--- config.mk ---
export PLATFORM = sky130hd
export DESIGN_NAME = output_frequency_limiter
export DESIGN_NICKNAME = d
export VERILOG_FILES = /design/src/design/freq_limit_pkg.sv /design/src/design/output_frequency_limiter.sv
export SDC_FILE = /design/constraint.sdc
export NUM_CORES = 2
export LEC_CHECK = 0
export BUFFER_PORTS_ARGS = -buffer_cell sky130_fd_sc_hd__buf_2
export CAP_MARGIN = 20
export CORE_ASPECT_RATIO = 0.8
export CORE_MARGIN = 2
export CORE_UTILIZATION = 55
export CTS_BUF_LIST = sky130_fd_sc_hd__clkbuf_16
export DETAILED_ROUTE_END_ITERATION = 10
export PLACE_DENSITY = 0.72
export REMOVE_ABC_BUFFERS = 1
export SLEW_MARGIN = 20
export SYNTH_ARGS = -nofsm -noshare
export SYNTH_HDL_FRONTEND = slang
export SYNTH_SLANG_ARGS = --single-unit
--- constraint.sdc ---
create_clock -name core_clk -period 21.7 [get_ports core_clk]
set_input_delay 1.085 -clock core_clk [delete_from_list [all_inputs] [get_ports core_clk]]
set_output_delay 1.085 -clock core_clk [all_outputs]
set_load 0.03 [all_outputs]
--- src/design/freq_limit_pkg.sv ---
// Constants, register map and bus carrier types of the output frequency limiter
package freq_limit_pkg;

    // ----------------------------------------------------------------
    // Frequency units: 0.1 Hz per count
    // ----------------------------------------------------------------
    localparam int FREQ_W = 16;
    localparam logic [15:0] F_0HZ = 16'h0000;
    localparam logic [15:0] F_50HZ = 16'h01F4;
    localparam logic [15:0] F_120HZ = 16'h04B0;
    localparam logic [15:0] F_400HZ = 16'h0FA0;
    localparam logic [15:0] JUMP_OFF = 16'h270F;
    localparam logic [15:0] START_FREQ_RST = 16'h0005;
    localparam logic [15:0] JOG_FREQ_RST = 16'h0032;
    localparam logic [15:0] STEP_CYCLES_RST = 16'h0100;
    localparam int ANALOG_W = 10;

    // ----------------------------------------------------------------
    // Register byte offsets
    // ----------------------------------------------------------------
    localparam logic [7:0] ADDR_MAX_FREQ = 8'h00;
    localparam logic [7:0] ADDR_MIN_FREQ = 8'h04;
    localparam logic [7:0] ADDR_HS_MAX = 8'h08;
    localparam logic [7:0] ADDR_START_FREQ = 8'h0C;
    localparam logic [7:0] ADDR_JOG_FREQ = 8'h10;
    localparam logic [7:0] ADDR_JUMP_FIRST = 8'h14;
    localparam logic [7:0] ADDR_JUMP_LAST = 8'h28;
    localparam logic [7:0] ADDR_GAIN2 = 8'h2C;
    localparam logic [7:0] ADDR_GAIN4 = 8'h30;
    localparam logic [7:0] ADDR_GROUP_SEL = 8'h34;
    localparam logic [7:0] ADDR_CTRL = 8'h38;
    localparam logic [7:0] ADDR_CMD_FREQ = 8'h3C;
    localparam logic [7:0] ADDR_STEP = 8'h40;
    localparam logic [7:0] ADDR_STATUS = 8'h44;

    // ----------------------------------------------------------------
    // Control register fields
    // ----------------------------------------------------------------
    localparam int CTRL_RUN = 0;
    localparam int CTRL_JOG = 1;
    localparam int CTRL_SRC_LO = 2;
    localparam logic [1:0] SRC_DIGITAL = 2'h0;
    localparam logic [1:0] SRC_IN2 = 2'h1;
    localparam logic [1:0] SRC_IN4 = 2'h2;

    // ----------------------------------------------------------------
    // Bus responses
    // ----------------------------------------------------------------
    localparam logic [1:0] RESP_OKAY = 2'h0;
    localparam logic [1:0] RESP_SLVERR = 2'h2;
    localparam logic [1:0] RESP_DECERR = 2'h3;

    // ----------------------------------------------------------------
    // Carriers
    // ----------------------------------------------------------------
    typedef struct packed {
        logic [7:0] awaddr;
        logic awvalid;
        logic [31:0] wdata;
        logic [3:0] wstrb;
        logic wvalid;
        logic bready;
        logic [7:0] araddr;
        logic arvalid;
        logic rready;
    } axil_req_t;

    typedef struct packed {
        logic awready;
        logic wready;
        logic [1:0] bresp;
        logic bvalid;
        logic arready;
        logic [31:0] rdata;
        logic [1:0] rresp;
        logic rvalid;
    } axil_rsp_t;

endpackage : freq_limit_pkg

--- src/design/output_frequency_limiter.sv ---
// Output frequency limiter with jump bands, ramp and AXI4-Lite registers
`timescale 1ns/1ps
`default_nettype none

// Summary of operation
// - Command above maximum is clamped to maximum
// - Writing high-speed maximum also overwrites maximum
// - Command below minimum is held at minimum
// - Jog at or below minimum ignores minimum
// - Start without command ramps to minimum frequency
// - Three jump bands, A and B each
// - Jump setting 9999 disables its band
// - Command inside band runs at A setting
// - A at lower edge holds command low
// - A at upper edge raises command high
// - Ramp passes through bands; target substituted only
// - Limit and jump settings writable only when group select is 0
// - Analog command scaled by gain frequency
module output_frequency_limiter
(
    // Clock and reset
    input wire logic core_clk,
    input wire logic rst,
    // Register bus
    input wire freq_limit_pkg::axil_req_t bus_req,
    output freq_limit_pkg::axil_rsp_t bus_rsp,
    // Analog frequency inputs
    input wire logic [freq_limit_pkg::ANALOG_W-1:0] analog_in2,
    input wire logic [freq_limit_pkg::ANALOG_W-1:0] analog_in4,
    // Ramp output
    output logic [15:0] running_freq,
    output logic [15:0] target_freq,
    output logic at_target
);

    // ----------------------------------------------------------------
    // State
    // ----------------------------------------------------------------
    typedef struct packed {
        logic [15:0] max_freq_limit;
        logic [15:0] min_freq_limit;
        logic [15:0] high_speed_max_limit;
        logic [15:0] starting_freq;
        logic [15:0] jog_freq;
        logic [5:0][15:0] jump;
        logic [15:0] analog_in2_gain_freq;
        logic [15:0] analog_in4_gain_freq;
        logic [15:0] user_group_read_select;
        logic [3:0] ctrl;
        logic [15:0] cmd_freq;
        logic [15:0] step_cycles;
        logic [15:0] run_f;
        logic [15:0] tgt;
        logic [15:0] tick;
        logic aw_held;
        logic [7:0] aw_addr;
        logic w_held;
        logic [31:0] w_data;
        logic [3:0] w_strb;
        logic bvalid;
        logic [1:0] bresp;
        logic rvalid;
        logic [31:0] rdata;
        logic [1:0] rresp;
    } state_t;

    state_t s;
    state_t next_s;

    // ----------------------------------------------------------------
    // Functions
    // ----------------------------------------------------------------
    function automatic logic [15:0] merge16(input logic [15:0] old, input logic [31:0] d,
                                            input logic [3:0] strb);
        logic [15:0] r;
        r[7:0] = strb[0] ? d[7:0] : old[7:0];
        r[15:8] = strb[1] ? d[15:8] : old[15:8];
        return r;
    endfunction : merge16

    function automatic logic [15:0] jump_apply(input logic [15:0] f, input logic [15:0] a,
                                               input logic [15:0] b);
        logic [15:0] lo;
        logic [15:0] hi;
        lo = (a < b) ? a : b;
        hi = (a < b) ? b : a;
        if (a == freq_limit_pkg::JUMP_OFF || b == freq_limit_pkg::JUMP_OFF)
        begin
            return f;
        end
        return (f >= lo && f <= hi) ? a : f;
    endfunction : jump_apply

    function automatic logic [15:0] analog_scale(input logic [9:0] raw, input logic [15:0] gain);
        logic [25:0] p;
        p = raw * gain;
        return p[25:10];
    endfunction : analog_scale

    function automatic logic in_range(input logic [15:0] v, input logic [15:0] lo,
                                      input logic [15:0] hi);
        return v >= lo && v <= hi;
    endfunction : in_range

    // ----------------------------------------------------------------
    // Target computation
    // ----------------------------------------------------------------
    logic [15:0] cmd_sel;
    logic [15:0] jumped;
    logic [15:0] clamped;
    logic [15:0] tgt_now;
    logic [15:0] wval;

    always_comb
    begin
        unique case (s.ctrl[freq_limit_pkg::CTRL_SRC_LO +: 2])
            freq_limit_pkg::SRC_IN2: cmd_sel = analog_scale(analog_in2, s.analog_in2_gain_freq);
            freq_limit_pkg::SRC_IN4: cmd_sel = analog_scale(analog_in4, s.analog_in4_gain_freq);
            default: cmd_sel = s.cmd_freq;
        endcase
        jumped = cmd_sel;
        for (int i = 0; i < 3; i++)
        begin
            jumped = jump_apply(jumped, s.jump[2 * i], s.jump[2 * i + 1]);
        end
        clamped = jumped;
        if (clamped > s.max_freq_limit)
        begin
            clamped = s.max_freq_limit;
        end
        if (clamped < s.min_freq_limit)
        begin
            clamped = s.min_freq_limit;
        end
        if (s.ctrl[freq_limit_pkg::CTRL_JOG])
        begin
            clamped = (s.jog_freq > s.max_freq_limit) ? s.max_freq_limit : s.jog_freq;
        end
        tgt_now = (!s.ctrl[freq_limit_pkg::CTRL_RUN] || clamped < s.starting_freq)
                  ? freq_limit_pkg::F_0HZ : clamped;
    end

    // ----------------------------------------------------------------
    // Next state
    // ----------------------------------------------------------------
    always_comb
    begin
        logic wr_ok;
        logic unlocked;
        wr_ok = 1'b0;
        unlocked = 1'b0;
        next_s = s;
        wval = merge16(16'h0000, s.w_data, s.w_strb);

        // Ramp: running value moves linearly, bands are crossed freely
        next_s.tgt = tgt_now;
        if (s.run_f == s.tgt)
        begin
            next_s.tick = 16'h0000;
        end
        else if (s.tick >= s.step_cycles)
        begin
            next_s.tick = 16'h0000;
            next_s.run_f = (s.run_f < s.tgt) ? s.run_f + 16'h0001 : s.run_f - 16'h0001;
        end
        else
        begin
            next_s.tick = s.tick + 16'h0001;
        end

        // Write address and data capture, either order
        if (bus_req.awvalid && bus_rsp.awready)
        begin
            next_s.aw_held = 1'b1;
            next_s.aw_addr = bus_req.awaddr;
        end
        if (bus_req.wvalid && bus_rsp.wready)
        begin
            next_s.w_held = 1'b1;
            next_s.w_data = bus_req.wdata;
            next_s.w_strb = bus_req.wstrb;
        end
        if (s.bvalid && bus_req.bready)
        begin
            next_s.bvalid = 1'b0;
        end

        // Register write
        if (s.aw_held && s.w_held && !s.bvalid)
        begin
            next_s.aw_held = 1'b0;
            next_s.w_held = 1'b0;
            next_s.bvalid = 1'b1;
            next_s.bresp = freq_limit_pkg::RESP_OKAY;
            unlocked = (s.user_group_read_select == 16'h0000);
            unique case (s.aw_addr)
                freq_limit_pkg::ADDR_MAX_FREQ, freq_limit_pkg::ADDR_MIN_FREQ:
                    wr_ok = unlocked && in_range(wval, freq_limit_pkg::F_0HZ,
                                                 freq_limit_pkg::F_120HZ);
                freq_limit_pkg::ADDR_HS_MAX:
                    wr_ok = unlocked && in_range(wval, freq_limit_pkg::F_120HZ,
                                                 freq_limit_pkg::F_400HZ);
                freq_limit_pkg::ADDR_START_FREQ, freq_limit_pkg::ADDR_JOG_FREQ,
                freq_limit_pkg::ADDR_GAIN2, freq_limit_pkg::ADDR_GAIN4:
                    wr_ok = in_range(wval, freq_limit_pkg::F_0HZ, freq_limit_pkg::F_400HZ);
                freq_limit_pkg::ADDR_GROUP_SEL, freq_limit_pkg::ADDR_CTRL,
                freq_limit_pkg::ADDR_CMD_FREQ, freq_limit_pkg::ADDR_STEP:
                    wr_ok = 1'b1;
                default:
                    wr_ok = unlocked && s.aw_addr >= freq_limit_pkg::ADDR_JUMP_FIRST
                            && s.aw_addr <= freq_limit_pkg::ADDR_JUMP_LAST
                            && s.aw_addr[1:0] == 2'h0
                            && (in_range(wval, freq_limit_pkg::F_0HZ, freq_limit_pkg::F_400HZ)
                                || wval == freq_limit_pkg::JUMP_OFF);
            endcase
            if (!wr_ok)
            begin
                next_s.bresp = (s.aw_addr > freq_limit_pkg::ADDR_STATUS || s.aw_addr[1:0] != 2'h0)
                               ? freq_limit_pkg::RESP_DECERR : freq_limit_pkg::RESP_SLVERR;
            end
            else
            begin
                unique case (s.aw_addr)
                    freq_limit_pkg::ADDR_MAX_FREQ: next_s.max_freq_limit = wval;
                    freq_limit_pkg::ADDR_MIN_FREQ: next_s.min_freq_limit = wval;
                    freq_limit_pkg::ADDR_HS_MAX:
                    begin
                        next_s.high_speed_max_limit = wval;
                        next_s.max_freq_limit = wval;
                    end
                    freq_limit_pkg::ADDR_START_FREQ: next_s.starting_freq = wval;
                    freq_limit_pkg::ADDR_JOG_FREQ: next_s.jog_freq = wval;
                    freq_limit_pkg::ADDR_GAIN2: next_s.analog_in2_gain_freq = wval;
                    freq_limit_pkg::ADDR_GAIN4: next_s.analog_in4_gain_freq = wval;
                    freq_limit_pkg::ADDR_GROUP_SEL: next_s.user_group_read_select = wval;
                    freq_limit_pkg::ADDR_CTRL:
                        next_s.ctrl = s.w_strb[0] ? s.w_data[3:0] : s.ctrl;
                    freq_limit_pkg::ADDR_CMD_FREQ: next_s.cmd_freq = wval;
                    freq_limit_pkg::ADDR_STEP: next_s.step_cycles = wval;
                    default:
                        next_s.jump[3'((s.aw_addr - freq_limit_pkg::ADDR_JUMP_FIRST) >> 2)]
                            = wval;
                endcase
            end
        end

        // Register read
        if (s.rvalid && bus_req.rready)
        begin
            next_s.rvalid = 1'b0;
        end
        if (bus_req.arvalid && bus_rsp.arready)
        begin
            next_s.rvalid = 1'b1;
            next_s.rresp = freq_limit_pkg::RESP_OKAY;
            next_s.rdata = 32'h00000000;
            unique case (bus_req.araddr)
                freq_limit_pkg::ADDR_MAX_FREQ: next_s.rdata[15:0] = s.max_freq_limit;
                freq_limit_pkg::ADDR_MIN_FREQ: next_s.rdata[15:0] = s.min_freq_limit;
                freq_limit_pkg::ADDR_HS_MAX: next_s.rdata[15:0] = s.high_speed_max_limit;
                freq_limit_pkg::ADDR_START_FREQ: next_s.rdata[15:0] = s.starting_freq;
                freq_limit_pkg::ADDR_JOG_FREQ: next_s.rdata[15:0] = s.jog_freq;
                freq_limit_pkg::ADDR_GAIN2: next_s.rdata[15:0] = s.analog_in2_gain_freq;
                freq_limit_pkg::ADDR_GAIN4: next_s.rdata[15:0] = s.analog_in4_gain_freq;
                freq_limit_pkg::ADDR_GROUP_SEL: next_s.rdata[15:0] = s.user_group_read_select;
                freq_limit_pkg::ADDR_CTRL: next_s.rdata[3:0] = s.ctrl;
                freq_limit_pkg::ADDR_CMD_FREQ: next_s.rdata[15:0] = s.cmd_freq;
                freq_limit_pkg::ADDR_STEP: next_s.rdata[15:0] = s.step_cycles;
                freq_limit_pkg::ADDR_STATUS: next_s.rdata = {s.tgt, s.run_f};
                default:
                begin
                    if (bus_req.araddr >= freq_limit_pkg::ADDR_JUMP_FIRST
                        && bus_req.araddr <= freq_limit_pkg::ADDR_JUMP_LAST
                        && bus_req.araddr[1:0] == 2'h0)
                    begin
                        next_s.rdata[15:0] =
                            s.jump[3'((bus_req.araddr - freq_limit_pkg::ADDR_JUMP_FIRST) >> 2)];
                    end
                    else
                    begin
                        next_s.rresp = freq_limit_pkg::RESP_DECERR;
                    end
                end
            endcase
        end
    end

    // ----------------------------------------------------------------
    // Registers
    // ----------------------------------------------------------------
    always_ff @(posedge core_clk)
    begin
        if (rst)
        begin
            s <= '0;
            s.max_freq_limit <= freq_limit_pkg::F_120HZ;
            s.min_freq_limit <= freq_limit_pkg::F_0HZ;
            s.high_speed_max_limit <= freq_limit_pkg::F_120HZ;
            s.starting_freq <= freq_limit_pkg::START_FREQ_RST;
            s.jog_freq <= freq_limit_pkg::JOG_FREQ_RST;
            s.jump <= {6{freq_limit_pkg::JUMP_OFF}};
            s.analog_in2_gain_freq <= freq_limit_pkg::F_50HZ;
            s.analog_in4_gain_freq <= freq_limit_pkg::F_50HZ;
            s.step_cycles <= freq_limit_pkg::STEP_CYCLES_RST;
        end
        else
        begin
            s <= next_s;
        end
    end

    // ----------------------------------------------------------------
    // Outputs
    // ----------------------------------------------------------------
    always_comb
    begin
        bus_rsp.awready = !s.aw_held && !s.bvalid;
        bus_rsp.wready = !s.w_held && !s.bvalid;
        bus_rsp.bvalid = s.bvalid;
        bus_rsp.bresp = s.bresp;
        bus_rsp.arready = !s.rvalid;
        bus_rsp.rvalid = s.rvalid;
        bus_rsp.rdata = s.rdata;
        bus_rsp.rresp = s.rresp;
        running_freq = s.run_f;
        target_freq = s.tgt;
        at_target = (s.run_f == s.tgt);
    end

endmodule : output_frequency_limiter

`default_nettype wire

==> impl_metrics.tcl <==
set metrics [dict create \
    worst_path_max_delay_cell "a41oi_1" \
    p_leak_nw 17.1 \
    max_cap_viol_count 0 \
    rows 82 \
    drive_above_1_share_pct 7.68 \
    root_buffer "clkbuf_16" \
    vias 31200 \
    ir_worst_vdd_mv 0.0660 \
    crit_path_frequent_cell "ha_1" \
    ys_types 88 \
    ctsHoldBuffers 0 \
    nNetsFinal 4828 \
    core_area_um2 63000 \
    clock_latency_ps 620 \
    whs_path_depth 2 \
    gp_congestion 1.02 \
    tightest_slew_ps 1190 \
    wl_per_cell_um 23.3 \
    synth_ff_type "dfxtp_1" \
    clockBufferDepth 3 \
    path_class "in2reg" \
    final_util_pct 59.2 \
    dp_slack_ps 689 \
    via_per_inst 6.21 \
    finalSetupTns_ps 0 \
    start_util_pct 55.9 \
    ys_seq_area_share_pct 21.2 \
    cp_max_fo 14 \
    slew_headroom_pct 20.5 \
    async_reset_ff_share_pct 0 \
    hold_slack_ps 446 \
    critPathLaunchType "primary input" \
    synth_top_area_share_pct 21.2 \
    status "complete, no violations" \
    syn_area_um2 35200 \
    dr.pass1.iters 10 \
    grt_usage_pct 35.2 \
    r2r_cells 77 \
    min_period_over_period_pct 93.8 \
    postRouteAntennaNets 0 \
    port_buffers 134 \
    drt_iter0_markers 4042 \
    fmax_mhz 49.1 \
    dieArea_um2 66100 \
    syn_to_final_growth_pct 5.94 \
    cts_made_buffers 41 \
    overflow 0 \
    grt_pass1_vias 29000 \
    yosysWarnings 0 \
    finalCriticalPeriod_ps 20360 \
    die_h_um 230 \
    synth_edf_count 0 \
    max_stage_delay_ps 670 \
    totalWireLength_um 117000 \
    setup_ws_ps 1340 \
    powerDensity_nw_per_um2 56.3 \
    final_hold_viol_count 0 \
    antenna_found_initial 5 \
    dieWidth_um 287 \
    synth_top_area_cell "dfxtp_1" \
    cp.arrival_ps 20840 \
    synth.avg_cell_area_um2 8.33 \
    design_area_um2 37300 \
    syn-instance-count 4228 \
    drc 0 \
    min_path_type "reg2reg" \
    cts_max_level 2 \
    ios 153 \
    synth.ff_latch_count 373 \
    grt_pass1_wl_um 179000 \
    clock-sinks 373 \
    cts_tree "done" \
    finClkSkew_ps 36.7 \
    setup_viol 0 \
    cp-end-kind "flop" \
    grt_max_degree 184 \
    clk_pin_slew_worst_paths_ps 60 \
    post-dp-hpwl_um 88900 \
    required_ps 22180 \
    placed_cell_area_um2 35900 \
    ys_top_cells_by_area "dfxtp_1 (21%), ha_1 (14%), fa_1 (12%), mux2i_1 (7.5%), nand2_1 (5.5%)" \
    rsz0062_at_grt "no" \
    report.final.slew_viol_count 0 \
]
[cell usage in the layout, fill, tap and decap left out, types with 22 or more instances in the layout]
master,netlist,layout
o21a_1,24,24
nor3_1,68,68
nor4_1,23,22
o211ai_1,48,48
mux2i_1,264,264
nand4_1,51,51
nand2_1,513,512
nand3_1,70,69
clkbuf_16,0,42
inv_1,436,444
fa_1,219,219
o21ai_0,92,90
dfxtp_1,373,372
a21o_1,53,53
xnor2_1,26,26
ha_1,380,380
buf_4,76,49
a21oi_1,207,205
a22oi_1,36,36
a211o_1,38,38
buf_2,27,133
and2_1,203,204
and3_1,28,28
nor2_1,349,349
nor2b_1,36,34
nand2b_1,25,25
[routing by layer]
| layer | part of all wire [%] | up-vias | wire (um) | global-route usage [%] |
|---|---|---|---|---|
| li1 | - | 14200 | - | - |
| met1 | 43 | 15000 | 50600 | 51.8 |
| met3 | 13 | 240 | 14800 | 8.94 |
| met4 | 3.4 | 8 | 3940 | 10.2 |
| met2 | 41 | 1697 | 47800 | 50.5 |
| met5 | 0.054 | - | 63 | 0 |
[cell families (layout without fill, tap and decap cells)]
group,count (synthesis),after routing,share of synthesized area [%]
and+or+nand+nor,1446,1446,19.5
buffers and inverters,741,694,8.91
AOI/OAI and AO/OA,722,722,14.1
adders and majority gates,599,599,25.9
DFF,373,373,21.2
muxes,299,299,9.16
xor gates and xnor gates,48,48,1.19
other,0,1,0
[power by group]
| group | switching (W) | internal (W) | total (W) | leakage, nW |
|---|---|---|---|---|
| registers | 0.0000105 | 0.000691 | 0.000702 | 3.01 |
| clock network | 0.000326 | 0.000415 | 0.000741 | 0.698 |
| logic | 0.000418 | 0.000239 | 0.000657 | 13.4 |
[worst paths after layout]
path	start	endpoint	slack [ps]
worst min-delay path	bus_rsp[26]$_SDFFE_PP0P_	bus_rsp[26]$_SDFFE_PP0P_	450
worst max-delay path	analog_in2[3]	target_freq[7]$_SDFF_PP0_	1340
worst max register to register	s[206]$_SDFFE_PP1P_	target_freq[7]$_SDFF_PP0_	1390
worst min register to register	bus_rsp[26]$_SDFFE_PP0P_	bus_rsp[26]$_SDFFE_PP0P_	450
[area by class of cell]
class,instances,area (um2)
diodes,1,2.50
clock buffers,42,1050
clock inverters,32,320
fillers,5719,25700
inverters,436,1640
multi-input cells,3114,24700
flip-flops and latches,373,7470
well taps,840,1050
repair buffers,184,1070
[registers in the layout, indices dropped and copies added, names as in the netlist]
name          flops
s               304
bus_rsp          37
target_freq      16
running_freq     16
[stage by stage]
stage          std cells  power [W]
2_1_floorplan       3923    0.00116
3_3_place_gp        4944    0.00134
3_5_place_dp        4944    0.00135
4_1_cts             5018    0.00209
5_1_grt             5022    0.00221
6_report            5022    0.00210
[critical path: cells and delay by family]
family                   cells  cell delay, ps
AO/OA/AOI/OAI               33            8240
AND/OR/NAND/NOR             23            5300
adder cells (fa/ha/maj)     12            4830
buffers and inverters        8            1090
multiplexers                 1             260
[synth_stat cells (22+ instances only)]
cell type,number
nand2_1,513
inv_1,436
ha_1,380
dfxtp_1,373
nor2_1,349
mux2i_1,264
fa_1,219
a21oi_1,207
and2_1,203
clkbuf_1,186
o21ai_0,92
buf_4,76
nand3_1,70
nor3_1,68
a21o_1,53
nand4_1,51
o211ai_1,48
a211o_1,38
a22oi_1,36
nor2b_1,36
and3_1,28
buf_2,27
xnor2_1,26
nand2b_1,25
o21a_1,24
nor4_1,23
xor2_1,22
[repair_timing]
item	in CTS	in global routing
setup endpoints to repair	0	16
gates resized for setup	0	5
setup buffers	0	3
endpoints found under the hold margin	0	0
(Power assumes the default switching activity.)
